<file path="src/core/sacs_regs.vh">
`ifndef SACS_REGS_VH
`define SACS_REGS_VH

// Register word indexes on the Avalon-MM address port
`define SACS_IDX_CONTROL_REGISTER_A     4'h0
`define SACS_IDX_CONTROL_REGISTER_C     4'h1
`define SACS_IDX_CONTROL_REGISTER_D     4'h2
`define SACS_IDX_SAMPLE_CONTROL_REGISTER  4'h3
`define SACS_IDX_CHANSEL   4'h4
`define SACS_IDX_COMMAND   4'h5
`define SACS_IDX_EVENT_CONTROL_REGISTER    4'h6
`define SACS_IDX_INTEN     4'h7
`define SACS_IDX_INTERRUPT_FLAGS_REGISTER  4'h8
`define SACS_IDX_RESULT    4'h9
`define SACS_IDX_STATUS    4'ha

// Control register a
`define SACS_ENABLE_BIT    0
`define SACS_FREERUN_BIT   1
// Control register c
`define SACS_CLOCK_DIVIDER_SELECT_LSB     0
`define SACS_CLOCK_DIVIDER_SELECT_MSB     2
`define SACS_REFERENCE_SELECT_LSB    4
`define SACS_REFERENCE_SELECT_MSB    5
// Sample delay and sample length fields
`define SACS_SDLY_MSB      3
`define SACS_SLEN_MSB      4
// Channel select
`define SACS_CHAN_MSB      3
// Single-bit registers
`define SACS_START_BIT     0
`define SACS_START_EVENT_INPUT_ENABLE_BIT   0
`define SACS_RDYEN_BIT     0
`define SACS_RDY_BIT       0
// Status register
`define SACS_ST_CONV_BIT   0
`define SACS_ST_ACHAN_LSB  4
`define SACS_ST_AREF_LSB   8

// Conversion timing in converter-clock cycles, and the first trial-code mask
`define SACS_SAMPLE_BASE   6'h02
`define SACS_NORMAL_CYC    6'h0d
`define SACS_SAR_MSB_MASK  10'h200

// Reset values
`define SACS_RST_CLOCK_DIVIDER_SELECT     3'h0
`define SACS_RST_REFERENCE_SELECT    2'h0
`define SACS_RST_CHAN      4'h0
`define SACS_RST_WORD      32'h0000_0000

`endif

</file>
<file path="src/core/sacs_seq.v">
// Functional notes
// Writing start bit begins conversion; bit reads 1 while converting
// Single mode: hardware clears start bit when conversion completes
// Channel change mid-conversion takes effect only after that conversion
// Finished conversion sets result-ready flag
// Interrupt request only with flag, enable bit and global enable set
// Flag sets on completion even with interrupt disabled
// With event input enabled, each event triggers a conversion
// Event is edge sensitive, sets start bit, cleared on completion
// Free-running: first start by write, then back-to-back conversions, each flags
// Prescaler divides clock; runs while enabled, counter zero when disabled
// Prescaler held reset when idle; start at next converter-clock rising edge
// Normal conversion lasts 13 converter-clock cycles
// Sample-and-hold two converter cycles after start, before added delays
// Result stored on completion; flag cleared by result read or write-1
// Sampling period is 2 plus sample delay plus sample length
// Channel and reference buffered; active copies follow until start
// Active selections frozen during conversion; follow again in last cycle
// Software selects channel before start, changes it one cycle later at earliest
// Input above reference yields 0x3ff
// Reference select chooses supply or internal reference
// Software keeps converter clock between 50 kHz and 1.5 MHz
// Selections have no effect until converter is enabled
// 10-bit result right adjusted in result register
// Writing 0 does nothing; writing 1 while converting does not restart
//
// The placing of the registers and the Avalon-MM interface to the registers were chosen for this implementation.
`timescale 1ns/1ns
`default_nettype none
`include "sacs_regs.vh"

module sacs_seq #(
  parameter RES_W  = 10,
  parameter CHAN_W = 4,
  parameter REF_W  = 2,
  parameter SDLY_W = 4,
  parameter SLEN_W = 5
) (
  input  wire              clk,
  input  wire              nrst,
  input  wire              ce,
  input  wire [3:0]        address,
  input  wire              read,
  input  wire              write,
  input  wire [31:0]       writedata,
  output reg  [31:0]       readdata,
  output reg               waitrequest,
  input  wire              event_in,
  input  wire              global_int_en,
  input  wire              cmp_in,
  output reg               irq,
  output reg               conv_clk,
  output reg               sample_track,
  output reg  [RES_W-1:0]  dac_code,
  output reg  [CHAN_W-1:0] chan_active,
  output reg  [REF_W-1:0]  ref_active
);

  localparam [1:0] S_IDLE = 2'h0;
  localparam [1:0] S_WAIT = 2'h1;
  localparam [1:0] S_CONV = 2'h2;

  reg               enable_ff;
  reg               freerun_ff;
  reg  [2:0]        clock_divider_select_ff;
  reg  [REF_W-1:0]  ref_buf_ff;
  reg  [CHAN_W-1:0] chan_buf_ff;
  reg  [SDLY_W-1:0] sdly_ff;
  reg  [SLEN_W-1:0] slen_ff;
  reg               start_event_input_enable_ff;
  reg               rdy_en_ff;
  reg               rdy_ff;
  reg               start_ff;
  reg  [RES_W-1:0]  result_ff;
  reg  [1:0]        state_ff;
  reg  [7:0]        div_cnt_ff;
  reg  [5:0]        cyc_ff;
  reg  [RES_W-1:0]  mask_ff;
  reg               event_prev_ff;

  reg  [1:0]        nxt_state;
  reg  [31:0]       nxt_rdata;

  wire              acc_ok;
  wire              wr_acc;
  wire              rd_acc;
  wire [7:0]        half_m1;
  wire [7:0]        full_m1;
  wire              div_run;
  wire              tick;
  wire [5:0]        samp_end;
  wire [5:0]        last_cyc;
  wire              in_conv;
  wire              done;
  wire              sw_start;
  wire              ev_start;
  wire              accept;
  wire              lock_sel;
  wire              bit_step;
  wire              rdy_clr;

  // Bus access completes on the edge where the master sees waitrequest low
  assign acc_ok = ce & ~waitrequest;
  assign wr_acc = acc_ok & write;
  assign rd_acc = acc_ok & read;

  // division factor is 2 << clock_divider_select, so half a period is 1 << clock_divider_select
  assign half_m1 = (8'h01 << clock_divider_select_ff) - 8'h01;
  assign full_m1 = {half_m1[6:0], 1'b1};

  // prescaler only runs while a conversion is pending or ongoing
  assign div_run = enable_ff & (state_ff != S_IDLE);
  // converter-clock rising edge
  assign tick = div_run & (div_cnt_ff == half_m1);

  // sampling spans 2 + delay + length converter cycles
  assign samp_end = `SACS_SAMPLE_BASE + {{(6-SDLY_W){1'b0}}, sdly_ff}
                  + {{(6-SLEN_W){1'b0}}, slen_ff};
  // R12 13 cycles plus any added delay and length
  assign last_cyc = samp_end + (`SACS_NORMAL_CYC - `SACS_SAMPLE_BASE) - 6'h01;

  assign in_conv = (state_ff == S_CONV);
  assign done    = in_conv & tick & (cyc_ff == last_cyc);
  assign bit_step = in_conv & tick & (cyc_ff >= samp_end) & (mask_ff != {RES_W{1'b0}});

  // only a written 1 counts
  assign sw_start = wr_acc & (address == `SACS_IDX_COMMAND)
                  & writedata[`SACS_START_BIT];
  // edge-sensitive event trigger
  assign ev_start = start_event_input_enable_ff & event_in & ~event_prev_ff;
  // a trigger during a running conversion is ignored; one on the completing
  // converter-clock edge is taken, so a set arriving with the clear is not lost
  assign accept = enable_ff & (sw_start | ev_start) & (~start_ff | done);

  // frozen from start until the last converter cycle
  assign lock_sel = in_conv & (cyc_ff != last_cyc);

  // result read or write-one clears the flag
  assign rdy_clr = (rd_acc & (address == `SACS_IDX_RESULT))
                 | (wr_acc & (address == `SACS_IDX_INTERRUPT_FLAGS_REGISTER)
                    & writedata[`SACS_RDY_BIT]);

  always @* begin
    nxt_state = state_ff;
    if (!enable_ff) begin
      nxt_state = S_IDLE;
    end else begin
      case (state_ff)
        S_IDLE: begin
          if (accept) begin
            nxt_state = S_WAIT;
          end
        end
        S_WAIT: begin
          // conversion begins at the next converter-clock edge
          if (tick) begin
            nxt_state = S_CONV;
          end
        end
        S_CONV: begin
          if (done) begin
            // free-running restarts at once
            if (freerun_ff || accept) begin
              nxt_state = S_CONV;
            end else begin
              nxt_state = S_IDLE;
            end
          end
        end
        default: begin
          nxt_state = S_IDLE;
        end
      endcase
    end
  end

  always @* begin
    nxt_rdata = `SACS_RST_WORD;
    case (address)
      `SACS_IDX_CONTROL_REGISTER_A: begin
        nxt_rdata[`SACS_ENABLE_BIT]  = enable_ff;
        nxt_rdata[`SACS_FREERUN_BIT] = freerun_ff;
      end
      `SACS_IDX_CONTROL_REGISTER_C: begin
        nxt_rdata[`SACS_CLOCK_DIVIDER_SELECT_MSB:`SACS_CLOCK_DIVIDER_SELECT_LSB]   = clock_divider_select_ff;
        nxt_rdata[`SACS_REFERENCE_SELECT_MSB:`SACS_REFERENCE_SELECT_LSB] = ref_buf_ff;
      end
      `SACS_IDX_CONTROL_REGISTER_D: begin
        nxt_rdata[SDLY_W-1:0] = sdly_ff;
      end
      `SACS_IDX_SAMPLE_CONTROL_REGISTER: begin
        nxt_rdata[SLEN_W-1:0] = slen_ff;
      end
      `SACS_IDX_CHANSEL: begin
        nxt_rdata[CHAN_W-1:0] = chan_buf_ff;
      end
      `SACS_IDX_COMMAND: begin
        // R1 reads 1 for the whole conversion
        nxt_rdata[`SACS_START_BIT] = start_ff;
      end
      `SACS_IDX_EVENT_CONTROL_REGISTER: begin
        nxt_rdata[`SACS_START_EVENT_INPUT_ENABLE_BIT] = start_event_input_enable_ff;
      end
      `SACS_IDX_INTEN: begin
        nxt_rdata[`SACS_RDYEN_BIT] = rdy_en_ff;
      end
      `SACS_IDX_INTERRUPT_FLAGS_REGISTER: begin
        nxt_rdata[`SACS_RDY_BIT] = rdy_ff;
      end
      `SACS_IDX_RESULT: begin
        // right adjusted
        nxt_rdata[RES_W-1:0] = result_ff;
      end
      `SACS_IDX_STATUS: begin
        nxt_rdata[`SACS_ST_CONV_BIT] = in_conv;
        nxt_rdata[`SACS_ST_ACHAN_LSB +: CHAN_W] = chan_active;
        nxt_rdata[`SACS_ST_AREF_LSB +: REF_W]   = ref_active;
      end
      default: begin
        nxt_rdata = `SACS_RST_WORD;
      end
    endcase
  end

  // Bus slave: one wait cycle, read data captured when waitrequest drops
  always @(posedge clk or negedge nrst) begin
    if (!nrst) begin
      waitrequest <= 1'b1;
      readdata    <= `SACS_RST_WORD;
    end else if (ce) begin
      if ((read || write) && waitrequest) begin
        waitrequest <= 1'b0;
        readdata    <= nxt_rdata;
      end else begin
        waitrequest <= 1'b1;
      end
    end
  end

  always @(posedge clk or negedge nrst) begin
    if (!nrst) begin
      enable_ff   <= 1'b0;
      freerun_ff  <= 1'b0;
      clock_divider_select_ff    <= `SACS_RST_CLOCK_DIVIDER_SELECT;
      ref_buf_ff  <= `SACS_RST_REFERENCE_SELECT;
      chan_buf_ff <= `SACS_RST_CHAN;
      sdly_ff     <= {SDLY_W{1'b0}};
      slen_ff     <= {SLEN_W{1'b0}};
      start_event_input_enable_ff  <= 1'b0;
      rdy_en_ff   <= 1'b0;
    end else if (wr_acc) begin
      case (address)
        `SACS_IDX_CONTROL_REGISTER_A: begin
          enable_ff  <= writedata[`SACS_ENABLE_BIT];
          freerun_ff <= writedata[`SACS_FREERUN_BIT];
        end
        `SACS_IDX_CONTROL_REGISTER_C: begin
          clock_divider_select_ff <= writedata[`SACS_CLOCK_DIVIDER_SELECT_MSB:`SACS_CLOCK_DIVIDER_SELECT_LSB];
          // buffered reference: 0 internal, otherwise supply
          ref_buf_ff <= writedata[`SACS_REFERENCE_SELECT_MSB:`SACS_REFERENCE_SELECT_LSB];
        end
        `SACS_IDX_CONTROL_REGISTER_D: begin
          sdly_ff <= writedata[SDLY_W-1:0];
        end
        `SACS_IDX_SAMPLE_CONTROL_REGISTER: begin
          slen_ff <= writedata[SLEN_W-1:0];
        end
        `SACS_IDX_CHANSEL: begin
          // buffer writable at any time
          chan_buf_ff <= writedata[CHAN_W-1:0];
        end
        `SACS_IDX_EVENT_CONTROL_REGISTER: begin
          start_event_input_enable_ff <= writedata[`SACS_START_EVENT_INPUT_ENABLE_BIT];
        end
        `SACS_IDX_INTEN: begin
          rdy_en_ff <= writedata[`SACS_RDYEN_BIT];
        end
        default: begin
          rdy_en_ff <= rdy_en_ff;
        end
      endcase
    end
  end

  always @(posedge clk or negedge nrst) begin
    if (!nrst) begin
      state_ff      <= S_IDLE;
      div_cnt_ff    <= 8'h00;
      cyc_ff        <= 6'h00;
      start_ff      <= 1'b0;
      event_prev_ff <= 1'b0;
      conv_clk      <= 1'b0;
    end else if (ce) begin
      state_ff      <= nxt_state;
      event_prev_ff <= event_in;
      // counter held at zero when disabled or idle
      if (!div_run || (div_cnt_ff == full_m1)) begin
        div_cnt_ff <= 8'h00;
      end else begin
        div_cnt_ff <= div_cnt_ff + 8'h01;
      end
      conv_clk <= div_run & (div_cnt_ff >= half_m1) & (div_cnt_ff != full_m1);
      // count converter cycles from the start edge
      if (tick && (state_ff == S_WAIT || done)) begin
        cyc_ff <= 6'h00;
      end else if (in_conv && tick) begin
        cyc_ff <= cyc_ff + 6'h01;
      end
      // set by software or event; R2 cleared at completion
      if (!enable_ff) begin
        start_ff <= 1'b0;
      end else if (accept) begin
        start_ff <= 1'b1;
      end else if (done && !freerun_ff) begin
        start_ff <= 1'b0;
      end
    end
  end

  // Successive approximation against the external comparator
  always @(posedge clk or negedge nrst) begin
    if (!nrst) begin
      dac_code     <= {RES_W{1'b0}};
      mask_ff      <= {RES_W{1'b0}};
      result_ff    <= {RES_W{1'b0}};
      sample_track <= 1'b0;
    end else if (ce) begin
      // track from start, hold after the sampling period
      // Follows the next state so the hold falls on the edge that loads the first trial code
      sample_track <= (nxt_state == S_CONV)
                    & (tick ? (state_ff == S_WAIT || done || cyc_ff + 6'h01 < samp_end)
                            : sample_track);
      if (in_conv && tick && (cyc_ff == samp_end - 6'h01)) begin
        dac_code <= `SACS_SAR_MSB_MASK;
        mask_ff  <= `SACS_SAR_MSB_MASK;
      end else if (bit_step) begin
        // comparator always high walks every bit to 1
        dac_code <= (cmp_in ? dac_code : (dac_code & ~mask_ff)) | (mask_ff >> 1);
        mask_ff  <= mask_ff >> 1;
      end
      // result latched at completion
      if (done) begin
        result_ff <= dac_code;
      end
    end
  end

  // Flag, interrupt and active selections
  always @(posedge clk or negedge nrst) begin
    if (!nrst) begin
      rdy_ff      <= 1'b0;
      irq         <= 1'b0;
      chan_active <= `SACS_RST_CHAN;
      ref_active  <= `SACS_RST_REFERENCE_SELECT;
    end else if (ce) begin
      // set on every completion, set beats clear
      if (done) begin
        rdy_ff <= 1'b1;
      end else if (rdy_clr) begin
        rdy_ff <= 1'b0;
      end
      // gated request
      irq <= (done | (rdy_ff & ~rdy_clr)) & rdy_en_ff & global_int_en;
      // follow buffers only when enabled and unlocked
      if (enable_ff && !lock_sel) begin
        chan_active <= chan_buf_ff;
        ref_active  <= ref_buf_ff;
      end
    end
  end
endmodule
`default_nettype wire

</file>
<file path="config.mk">
export PLATFORM = sky130hd
export DESIGN_NAME = sacs_seq
export DESIGN_NICKNAME = d
export VERILOG_FILES = /design/src/core/sacs_seq.v
export VERILOG_INCLUDE_DIRS = /design/src /design/src/core
export SDC_FILE = /design/constraint.sdc
export NUM_CORES = 1
export LEC_CHECK = 0
export BUFFER_PORTS_ARGS = -buffer_cell sky130_fd_sc_hd__buf_2
export CORE_MARGIN = 2
export CORE_UTILIZATION = 52
export DETAILED_ROUTE_END_ITERATION = 6
export HOLD_SLACK_MARGIN = 0.08
export PLACE_DENSITY = 0.87
export SLEW_MARGIN = 20
export SYNTH_ARGS = -nofsm -noshare
export SYNTH_HDL_FRONTEND = slang
export SYNTH_SLANG_ARGS = --single-unit
</file>
<file path="constraint.sdc">
create_clock -name clk -period 7.05 [get_ports clk]
set_input_delay 1.41 -clock clk [delete_from_list [all_inputs] [get_ports clk]]
set_output_delay 1.41 -clock clk [all_outputs]
set_load 0.02 [all_outputs]
</file>
==> results of run 1 <==
==> kinds of logic (layout without fill, tap and decap cells) <==
| family | after synthesis | count (layout) |
|---|---|---|
| muxes | 45 | 45 |
| other | 2 | 23 |
| and+or+nand+nor | 159 | 159 |
| DFF | 91 | 91 |
| buffers and inverters | 65 | 83 |
| xor gates and xnor gates | 23 | 23 |
| adders and majority gates | 36 | 36 |
| AOI/OAI and AO/OA | 131 | 131 |
==> state kept, by name, summed over array words and instances (netlist names), 2 cells and up <==
signal and cells:
mask_ff 10, sdly_ff 4, div_cnt_ff 8, ref_active 2, dac_code 10, clock_divider_select_ff 3
chan_active 4, ref_buf_ff 2, readdata 10, state_ff 2, result_ff 10, chan_buf_ff 4
cyc_ff 6, slen_ff 5
==> cell usage after synthesis, types with 3 or more instances <==
cell / n / area, um^2
a21o_1: 4 / 30.0
a21oi_1: 26 / 130
a22o_1: 14 / 123
a22oi_1: 5 / 37.5
a31oi_1: 4 / 25.0
a32o_1: 5 / 50.1
and2_1: 5 / 31.3
and3_1: 10 / 62.6
buf_4: 23 / 173
buf_6: 4 / 45.0
clkbuf_1: 18 / 67.6
dfrtp_1: 90 / 2250
ha_1: 35 / 438
inv_1: 17 / 63.8
mux2_2: 42 / 473
nand2_1: 39 / 146
nand2b_1: 13 / 81.3
nand3_1: 20 / 100
nand3b_1: 3 / 22.5
nand4_1: 4 / 25.0
nor2_1: 17 / 63.8
nor2b_1: 15 / 93.8
nor3_1: 10 / 50.1
nor3_2: 3 / 30.0
nor3b_1: 4 / 30.0
o211ai_1: 7 / 52.6
o21a_1: 5 / 37.5
o21ai_0: 24 / 120
o221ai_1: 3 / 26.3
o2bb2ai_2: 8 / 120
or2_2: 3 / 18.8
or3_1: 3 / 18.8
xnor2_1: 13 / 114
xor2_1: 7 / 61.3
==> worst paths after layout <==
check,from,to,depth (start not counted)
max,clock_divider_select_ff[1]$_DFFE_PN0P_,result_ff[6]$_DFFE_PN0P_,12
min,readdata[2]$_DFFE_PN0P_,readdata[2]$_DFFE_PN0P_,2
max reg2reg,clock_divider_select_ff[1]$_DFFE_PN0P_,result_ff[6]$_DFFE_PN0P_,12
min reg2reg,readdata[2]$_DFFE_PN0P_,readdata[2]$_DFFE_PN0P_,2
max in group asynchronous,nrst,mask_ff[2]$_DFFE_PN0P_,2
min in group asynchronous,nrst,conv_clk$_DFFE_PN0P_,1
==> final cells by class <==
cell class                      instances  share of cell area [%]
Clock buffer                           10                    2.07
Clock inverter                          6                    1.18
Inverter                               18                    1.10
Multi-Input combinational cell        417                    51.6
Sequential cell                        91                    37.0
Tap cell                              140                    2.85
Timing Repair Buffer                   49                    4.17
==> through the flow <==
stage | setup slack (ns) | instance area (um^2) | util (%)
after floorplan | 3.47 | 5820 | -
after global placement | 3.16 | 5940 | 55.0
after detailed placement | 2.98 | 5940 | 55.0
after CTS | 2.95 | 6140 | 56.9
after global routing | 2.68 | 6150 | 57.0
final | 2.89 | 6150 | 57.0
==> per-layer routing <==
metal | GRT usage, % | up-vias | share of wire (%)
li1 | - | 2022 | -
met1 | 29.6 | 2241 | 40
met2 | 39.2 | 172 | 52
met3 | 5.02 | 31 | 6.4
met4 | 7.78 | 0 | 1.8
met5 | 0 | - | 0
==> where the power goes <==
part / leakage [nW] / internal (W) / switching, W / total, W
Clock: 0.0975 / 0.000168 / 0.000203 / 0.000371
Sequential: 1.25 / 0.000552 / 0.0000329 / 0.000585
Combinational: 1.58 / 0.000161 / 0.000241 / 0.000402
Total: 2.93 / 0.000881 / 0.000477 / 0.00136
==> cells in the final DEF, fill, tap and decap left out, types with 20 or more instances in the layout <==
cell type	n
dfrtp_1	90
buf_2	46
nand3_1	20
o21ai_0	24
mux2_2	42
a21oi_1	26
ha_1	35
conb_1	23
nand2_1	39
==> critical path: stages (launching register included) <==
cell and delay [ns]:
dfrtp_1 0.57, or3_4 0.43, ha_1 0.32, nor3_1 0.22
a21oi_1 0.08, o21a_1 0.19, ha_1 0.28, nand2_1 0.07
nor3_2 0.27, and3_1 0.26, and2_1 0.31, nand4_1 0.57
mux2_2 0.49
==> summary.md, run 1 <==
| Metric | Value |
|---|---|
| Routed Antenna Nets | `0` |
| Number of global-route vias before repair | `4,386` |
| Hold_buf cts | `0` |
| Total GRT Usage | `23.2%` |
| Slew headroom | `28.4%` |
| Max cap viols | `0` |
| GPL Wtd Cong | `0.944` |
| Via density | `6.11` |
| CTS Root Buffer Type | `clkbuf_8` |
| Worst-path fanout max | `16` |
| Nets | `666` |
| Main combinational cell family by area after synthesis | `compound AO/OA/AOI/OAI gates` |
| Port-buffer cells | `47` |
| Final Hold Viols | `0` |
| Part of the cycle the worst path needs | `59.1%` |
| Element type at the critical path end | `flip-flop` |
| Largest net degree at the start of global routing | `85` |
| Critical Path AT | `4.43 ns` |
| WL final | `13,200 um` |
| Avg WL per Cell | `18.1 um` |
| Synth Area in Adders | `7.98%` |
| Mapped Cells | `552` |
| Worst Tran Pin Value | `1.07 ns` |
| Mapped Area | `5740 um^2` |
| First-pass GRT wire length | `21,600 um` |
| Clock period minus final worst setup slack | `4.16 ns` |
| Htree depth | `3` |
| Synthesized flop and latch total | `91` |
| Pwr per Cell Area | `221 nW/um^2` |
| Required time at the worst-slack endpoint | `7.31 ns` |
| CTS Buf Count | `9` |
| Starting Density | `53.2%` |
| Post-synthesis mux area share | `8.99%` |
| Post-CTS setup buffer count | `0` |
| Core area | `10,800 um^2` |
| Synthesis Warnings | `0` |
| Die area | `11,900 um^2` |
| FP Rows | `38` |
| Final setup TNS | `0 ns` |
| Final setup violation count | `0` |
| Synth Area in XOR/XNOR | `4.01%` |
| Post-Synth Simple-Gate Area | `15.1%` |
| Sequential share of the synthesized area | `39.7%` |
| Failing checks | `design-rule violations` |
| Starting DRT DRC Count | `409` |
| Vias | `4,466` |
| Sink Count | `91` |
| Setup Crit Path Kind | `flip-flop to flip-flop` |
| Compound-Gate Fraction of Synth Area | `17.8%` |
| Hold WS | `0.485 ns` |
| RSZ-0062 raised after global routing | `no` |
| Area of the multi-input gates | `3170 um^2` |
| Worst reg2reg setup slack | `2.89 ns` |
| Area delta synth->final | `7.24%` |
| HP Class | `flip-flop to flip-flop` |
| Post-synth EDFFs | `0` |
| Non-Filler Instances | `731` |
| Max Clk Rate | `240 MHz` |
| Ys async rst share | `100%` |
| Total gr overflow | `0` |
| Leakage | `2.93 nW` |
| CTS max path bufs | `2` |
| Io pins | `96` |
| Predominant post-synthesis flop cell | `dfrtp_1` |
| 1st-pass router iterations | `7` |
| Outcome | `complete, but fails checks` |
| Dpl cells | `714` |
| Remaining DRCs | `7` |
| Worst clock skew | `0.00975 ns` |
| Initial antenna violation count | `0` |
| VDD IR-drop max | `0.000124 V` |
| Post-DP HPWL | `9580 um` |
| Diodes inserted | `0` |
| Fill cells | `864` |
| Die Ht | `109 um` |
| Skew-Pair Late Insertion Delay | `0.37 ns` |
| Post_cts resized | `0` |
| Total Power | `0.00136 W` |
| Register area | `2280 um^2` |
| Syn_area_per_cell | `10.4 um^2` |
| Share of layout cells above drive strength 1 | `23.9%` |
| Die X | `109 um` |
| Clock transition at path regs | `0.10 ns` |
| CTS tree | `done` |
| Max Slew Vio Count | `0` |
| Setup crit start kind | `flip-flop` |
| Library cells used by synthesis | `75` |
No activity file was read; power rests on OpenSTA's default activity.
==> run 2: changes to the inputs <==
Settings changed: PLACE_DENSITY 0.87 to 0.9.
Clock period 7.05 ns to 3.8 ns, I/O delays scaled along.
==> summary.md, run 2 (synthesis results as in run 1) <==
| Metric | Value |
|---|---|
| Outcome | `finished, final reports clean` |
| Worst clock skew | `0.00895 ns` |
| Max Clk Rate | `278 MHz` |
| Total gr overflow | `0` |
| Net Sw Power | `0.000893 W` |
| Worst reg2reg setup slack | `0.20 ns` |
| M1 GR Usage | `29.3%` |
| Max cap viols | `0` |
| Routed Antenna Nets | `0` |
| Via density | `6.12` |
| Number of global-route vias before repair | `4,538` |
| Nets | `676` |
| Die X | `109 um` |
| Diodes inserted | `0` |
| Pwr per Cell Area | `400 nW/um^2` |
| Total GRT Usage | `23.8%` |
| Final Hold Viols | `0` |
| Post-DP Area | `6020 um^2` |
| CTS tree | `done` |
| Remaining DRCs | `0` |
| GR peak layer | `met2` |
| Io pins | `96` |
| Logic pwr share | `31.8%` |
| Design Area, Final | `6220 um^2` |
| Critical Path Most Common Cell | `or3_4` |
| CTS Root Buffer Type | `clkbuf_8` |
| Port-buffer cells | `47` |
| Vias | `4,538` |
| Final setup violation count | `0` |
| Slew headroom | `45.5%` |
| Setup crit start kind | `flip-flop` |
| Avg WL per Cell | `18.4 um` |
| CTS max path bufs | `2` |
| CP Buf/Inv Count | `0` |
| Switching Share | `35.9%` |
| Worst-path fanout max | `9` |
| Hold WS | `0.463 ns` |
| CTS Buf Count | `9` |
| RR Startpoint | `clock_divider_select_ff[2]$_DFFE_PN0P_` |
| Crit path cell chain | `or3_4 > ha_1 > nor3_1 > a21oi_1 > o21a_1 > ha_1 > nand2_1 > nor3_2 > and2_4 > nand2_2 > or3_4 > or3_4 > o2bb2ai_2` |
| Commonest non-fill, non-tap cells in the layout | `dfrtp_1 (90), buf_2 (47), mux2_2 (42), nand2_1 (39), ha_1 (35)` |
| VDD IR-drop max | `0.000318 V` |
| Required time at the worst-slack endpoint | `4.11 ns` |
| Leakage | `2.97 nW` |
| Clock transition at path regs | `0.09 ns` |
| Post-DP HPWL | `9850 um` |
| Starting Density | `53.2%` |
| Clock period minus final worst setup slack | `3.60 ns` |
| 1st-pass router iterations | `5` |
| Worst Tran Pin Value | `0.818 ns` |
| Top delay family on crit path | `simple AND/OR/NAND/NOR gates` |
| Internal power | `0.00160 W` |
| Die Ht | `109 um` |
| Max Slew Vio Count | `0` |
| Skew-Pair Late Insertion Delay | `0.38 ns` |
| Crit. Startpoint | `clock_divider_select_ff[2]$_DFFE_PN0P_` |
| FP Rows | `38` |
| Largest net degree at the start of global routing | `65` |
| Worst r2r dst | `dac_code[3]$_DFFE_PN0P_` |
| CP max stage delay | `0.49 ns` |
| First-pass GRT wire length | `22,000 um` |
| Area delta synth->final | `8.35%` |
| Slowest CP cell | `or3_4` |
| Fin worst setup slack | `0.198 ns` |
| Initial antenna violation count | `0` |
| Worst Reg-to-Reg Cells | `13` |
| Met2 GRT Util | `40.6%` |
| Critical Path AT | `3.91 ns` |
| Final core utilization | `57.6%` |
| Htree depth | `3` |
| WL final | `13,600 um` |
| Share of layout cells above drive strength 1 | `25.5%` |
| Die area | `11,900 um^2` |
| Setup Crit Path Kind | `flip-flop to flip-flop` |
| Sink Count | `91` |
| Commonest non-fill, non-tap cell in the layout | `dfrtp_1` |
| HP Class | `input pin to async pin` |
| Core area | `10,800 um^2` |
| Part of the cycle the worst path needs | `94.8%` |
| Starting DRT DRC Count | `384` |
| GPL Wtd Cong | `0.949` |
| Non-Filler Instances | `741` |
| Element type at the critical path end | `flip-flop` |
| Place WS | `-0.0213 ns` |
| Dpl cells | `724` |
| Routing usage on met3 | `5.50%` |
| RSZ-0062 raised after global routing | `no` |
| Sequential group share of total power | `43.1%` |
| Clock share of power | `25.2%` |
[run 2: cell types whose count changed in the layout (fill, tap and decap cells not counted), sizes merged]
cell      delta
clkbuf       -1
bufinv       -1
inv          +1
buf         +11
clkinv       -1
clkinvlp     +1
[run 2: how the worst max path moves through the flow]
stage	to	slack [ns]	cells after the start
4_1_cts	mask_ff[1]$_DFFE_PN0P_	0.07	12
6_report	dac_code[3]$_DFFE_PN0P_	0.20	13
3_5_place_dp	dac_code[3]$_DFFE_PN0P_	-0.02	13
2_1_floorplan	dac_code[8]$_DFFE_PN0P_	0.22	18
5_1_grt	dac_code[3]$_DFFE_PN0P_	0.09	15
3_3_place_gp	dac_code[5]$_DFFE_PN0P_	0.12	13
[run 2: cell type report]
cell class	instances	area, um^2
fill	870	4580
clock buffer	10	128
sequential	91	2280
multi-input combinational	417	3200
timing repair buffer	59	325
inverter	18	67.6
clock inverter	6	46.3
tap	140	175
[run 2: power by group through the flow]
stage / sequential (W) / combinational [W] / clock (W)
after floorplan: 0.00110 / 0.000561 / 0
after global placement: 0.00108 / 0.000728 / 0
after detailed placement: 0.00109 / 0.000773 / 0
after CTS: 0.00107 / 0.000780 / 0.000626
after global routing: 0.00108 / 0.000863 / 0.000669
final: 0.00107 / 0.000790 / 0.000626
[run 2: per-stage QoR]
stage / TNS (ns) / total power [W]
after floorplan: 0 / 0.00166
final: 0 / 0.00249
after global routing: 0 / 0.00261
after detailed placement: -0.125 / 0.00186
after CTS: 0 / 0.00248
after global placement: 0 / 0.00181
[run 2: routing by layer]
metal / share of wire, % / routed length, um
met4: 2.8 / 381
met1: 41 / 5550
met5: 0 / 0
met2: 50 / 6810
met3: 6.7 / 915
[run 2: timing repair]
item,4_1_cts,5_1_grt
pin swaps,0,0
setup buffers,0,0
endpoints found under the setup margin,9,18
resized for setup,1,2
hold buffers,0,0
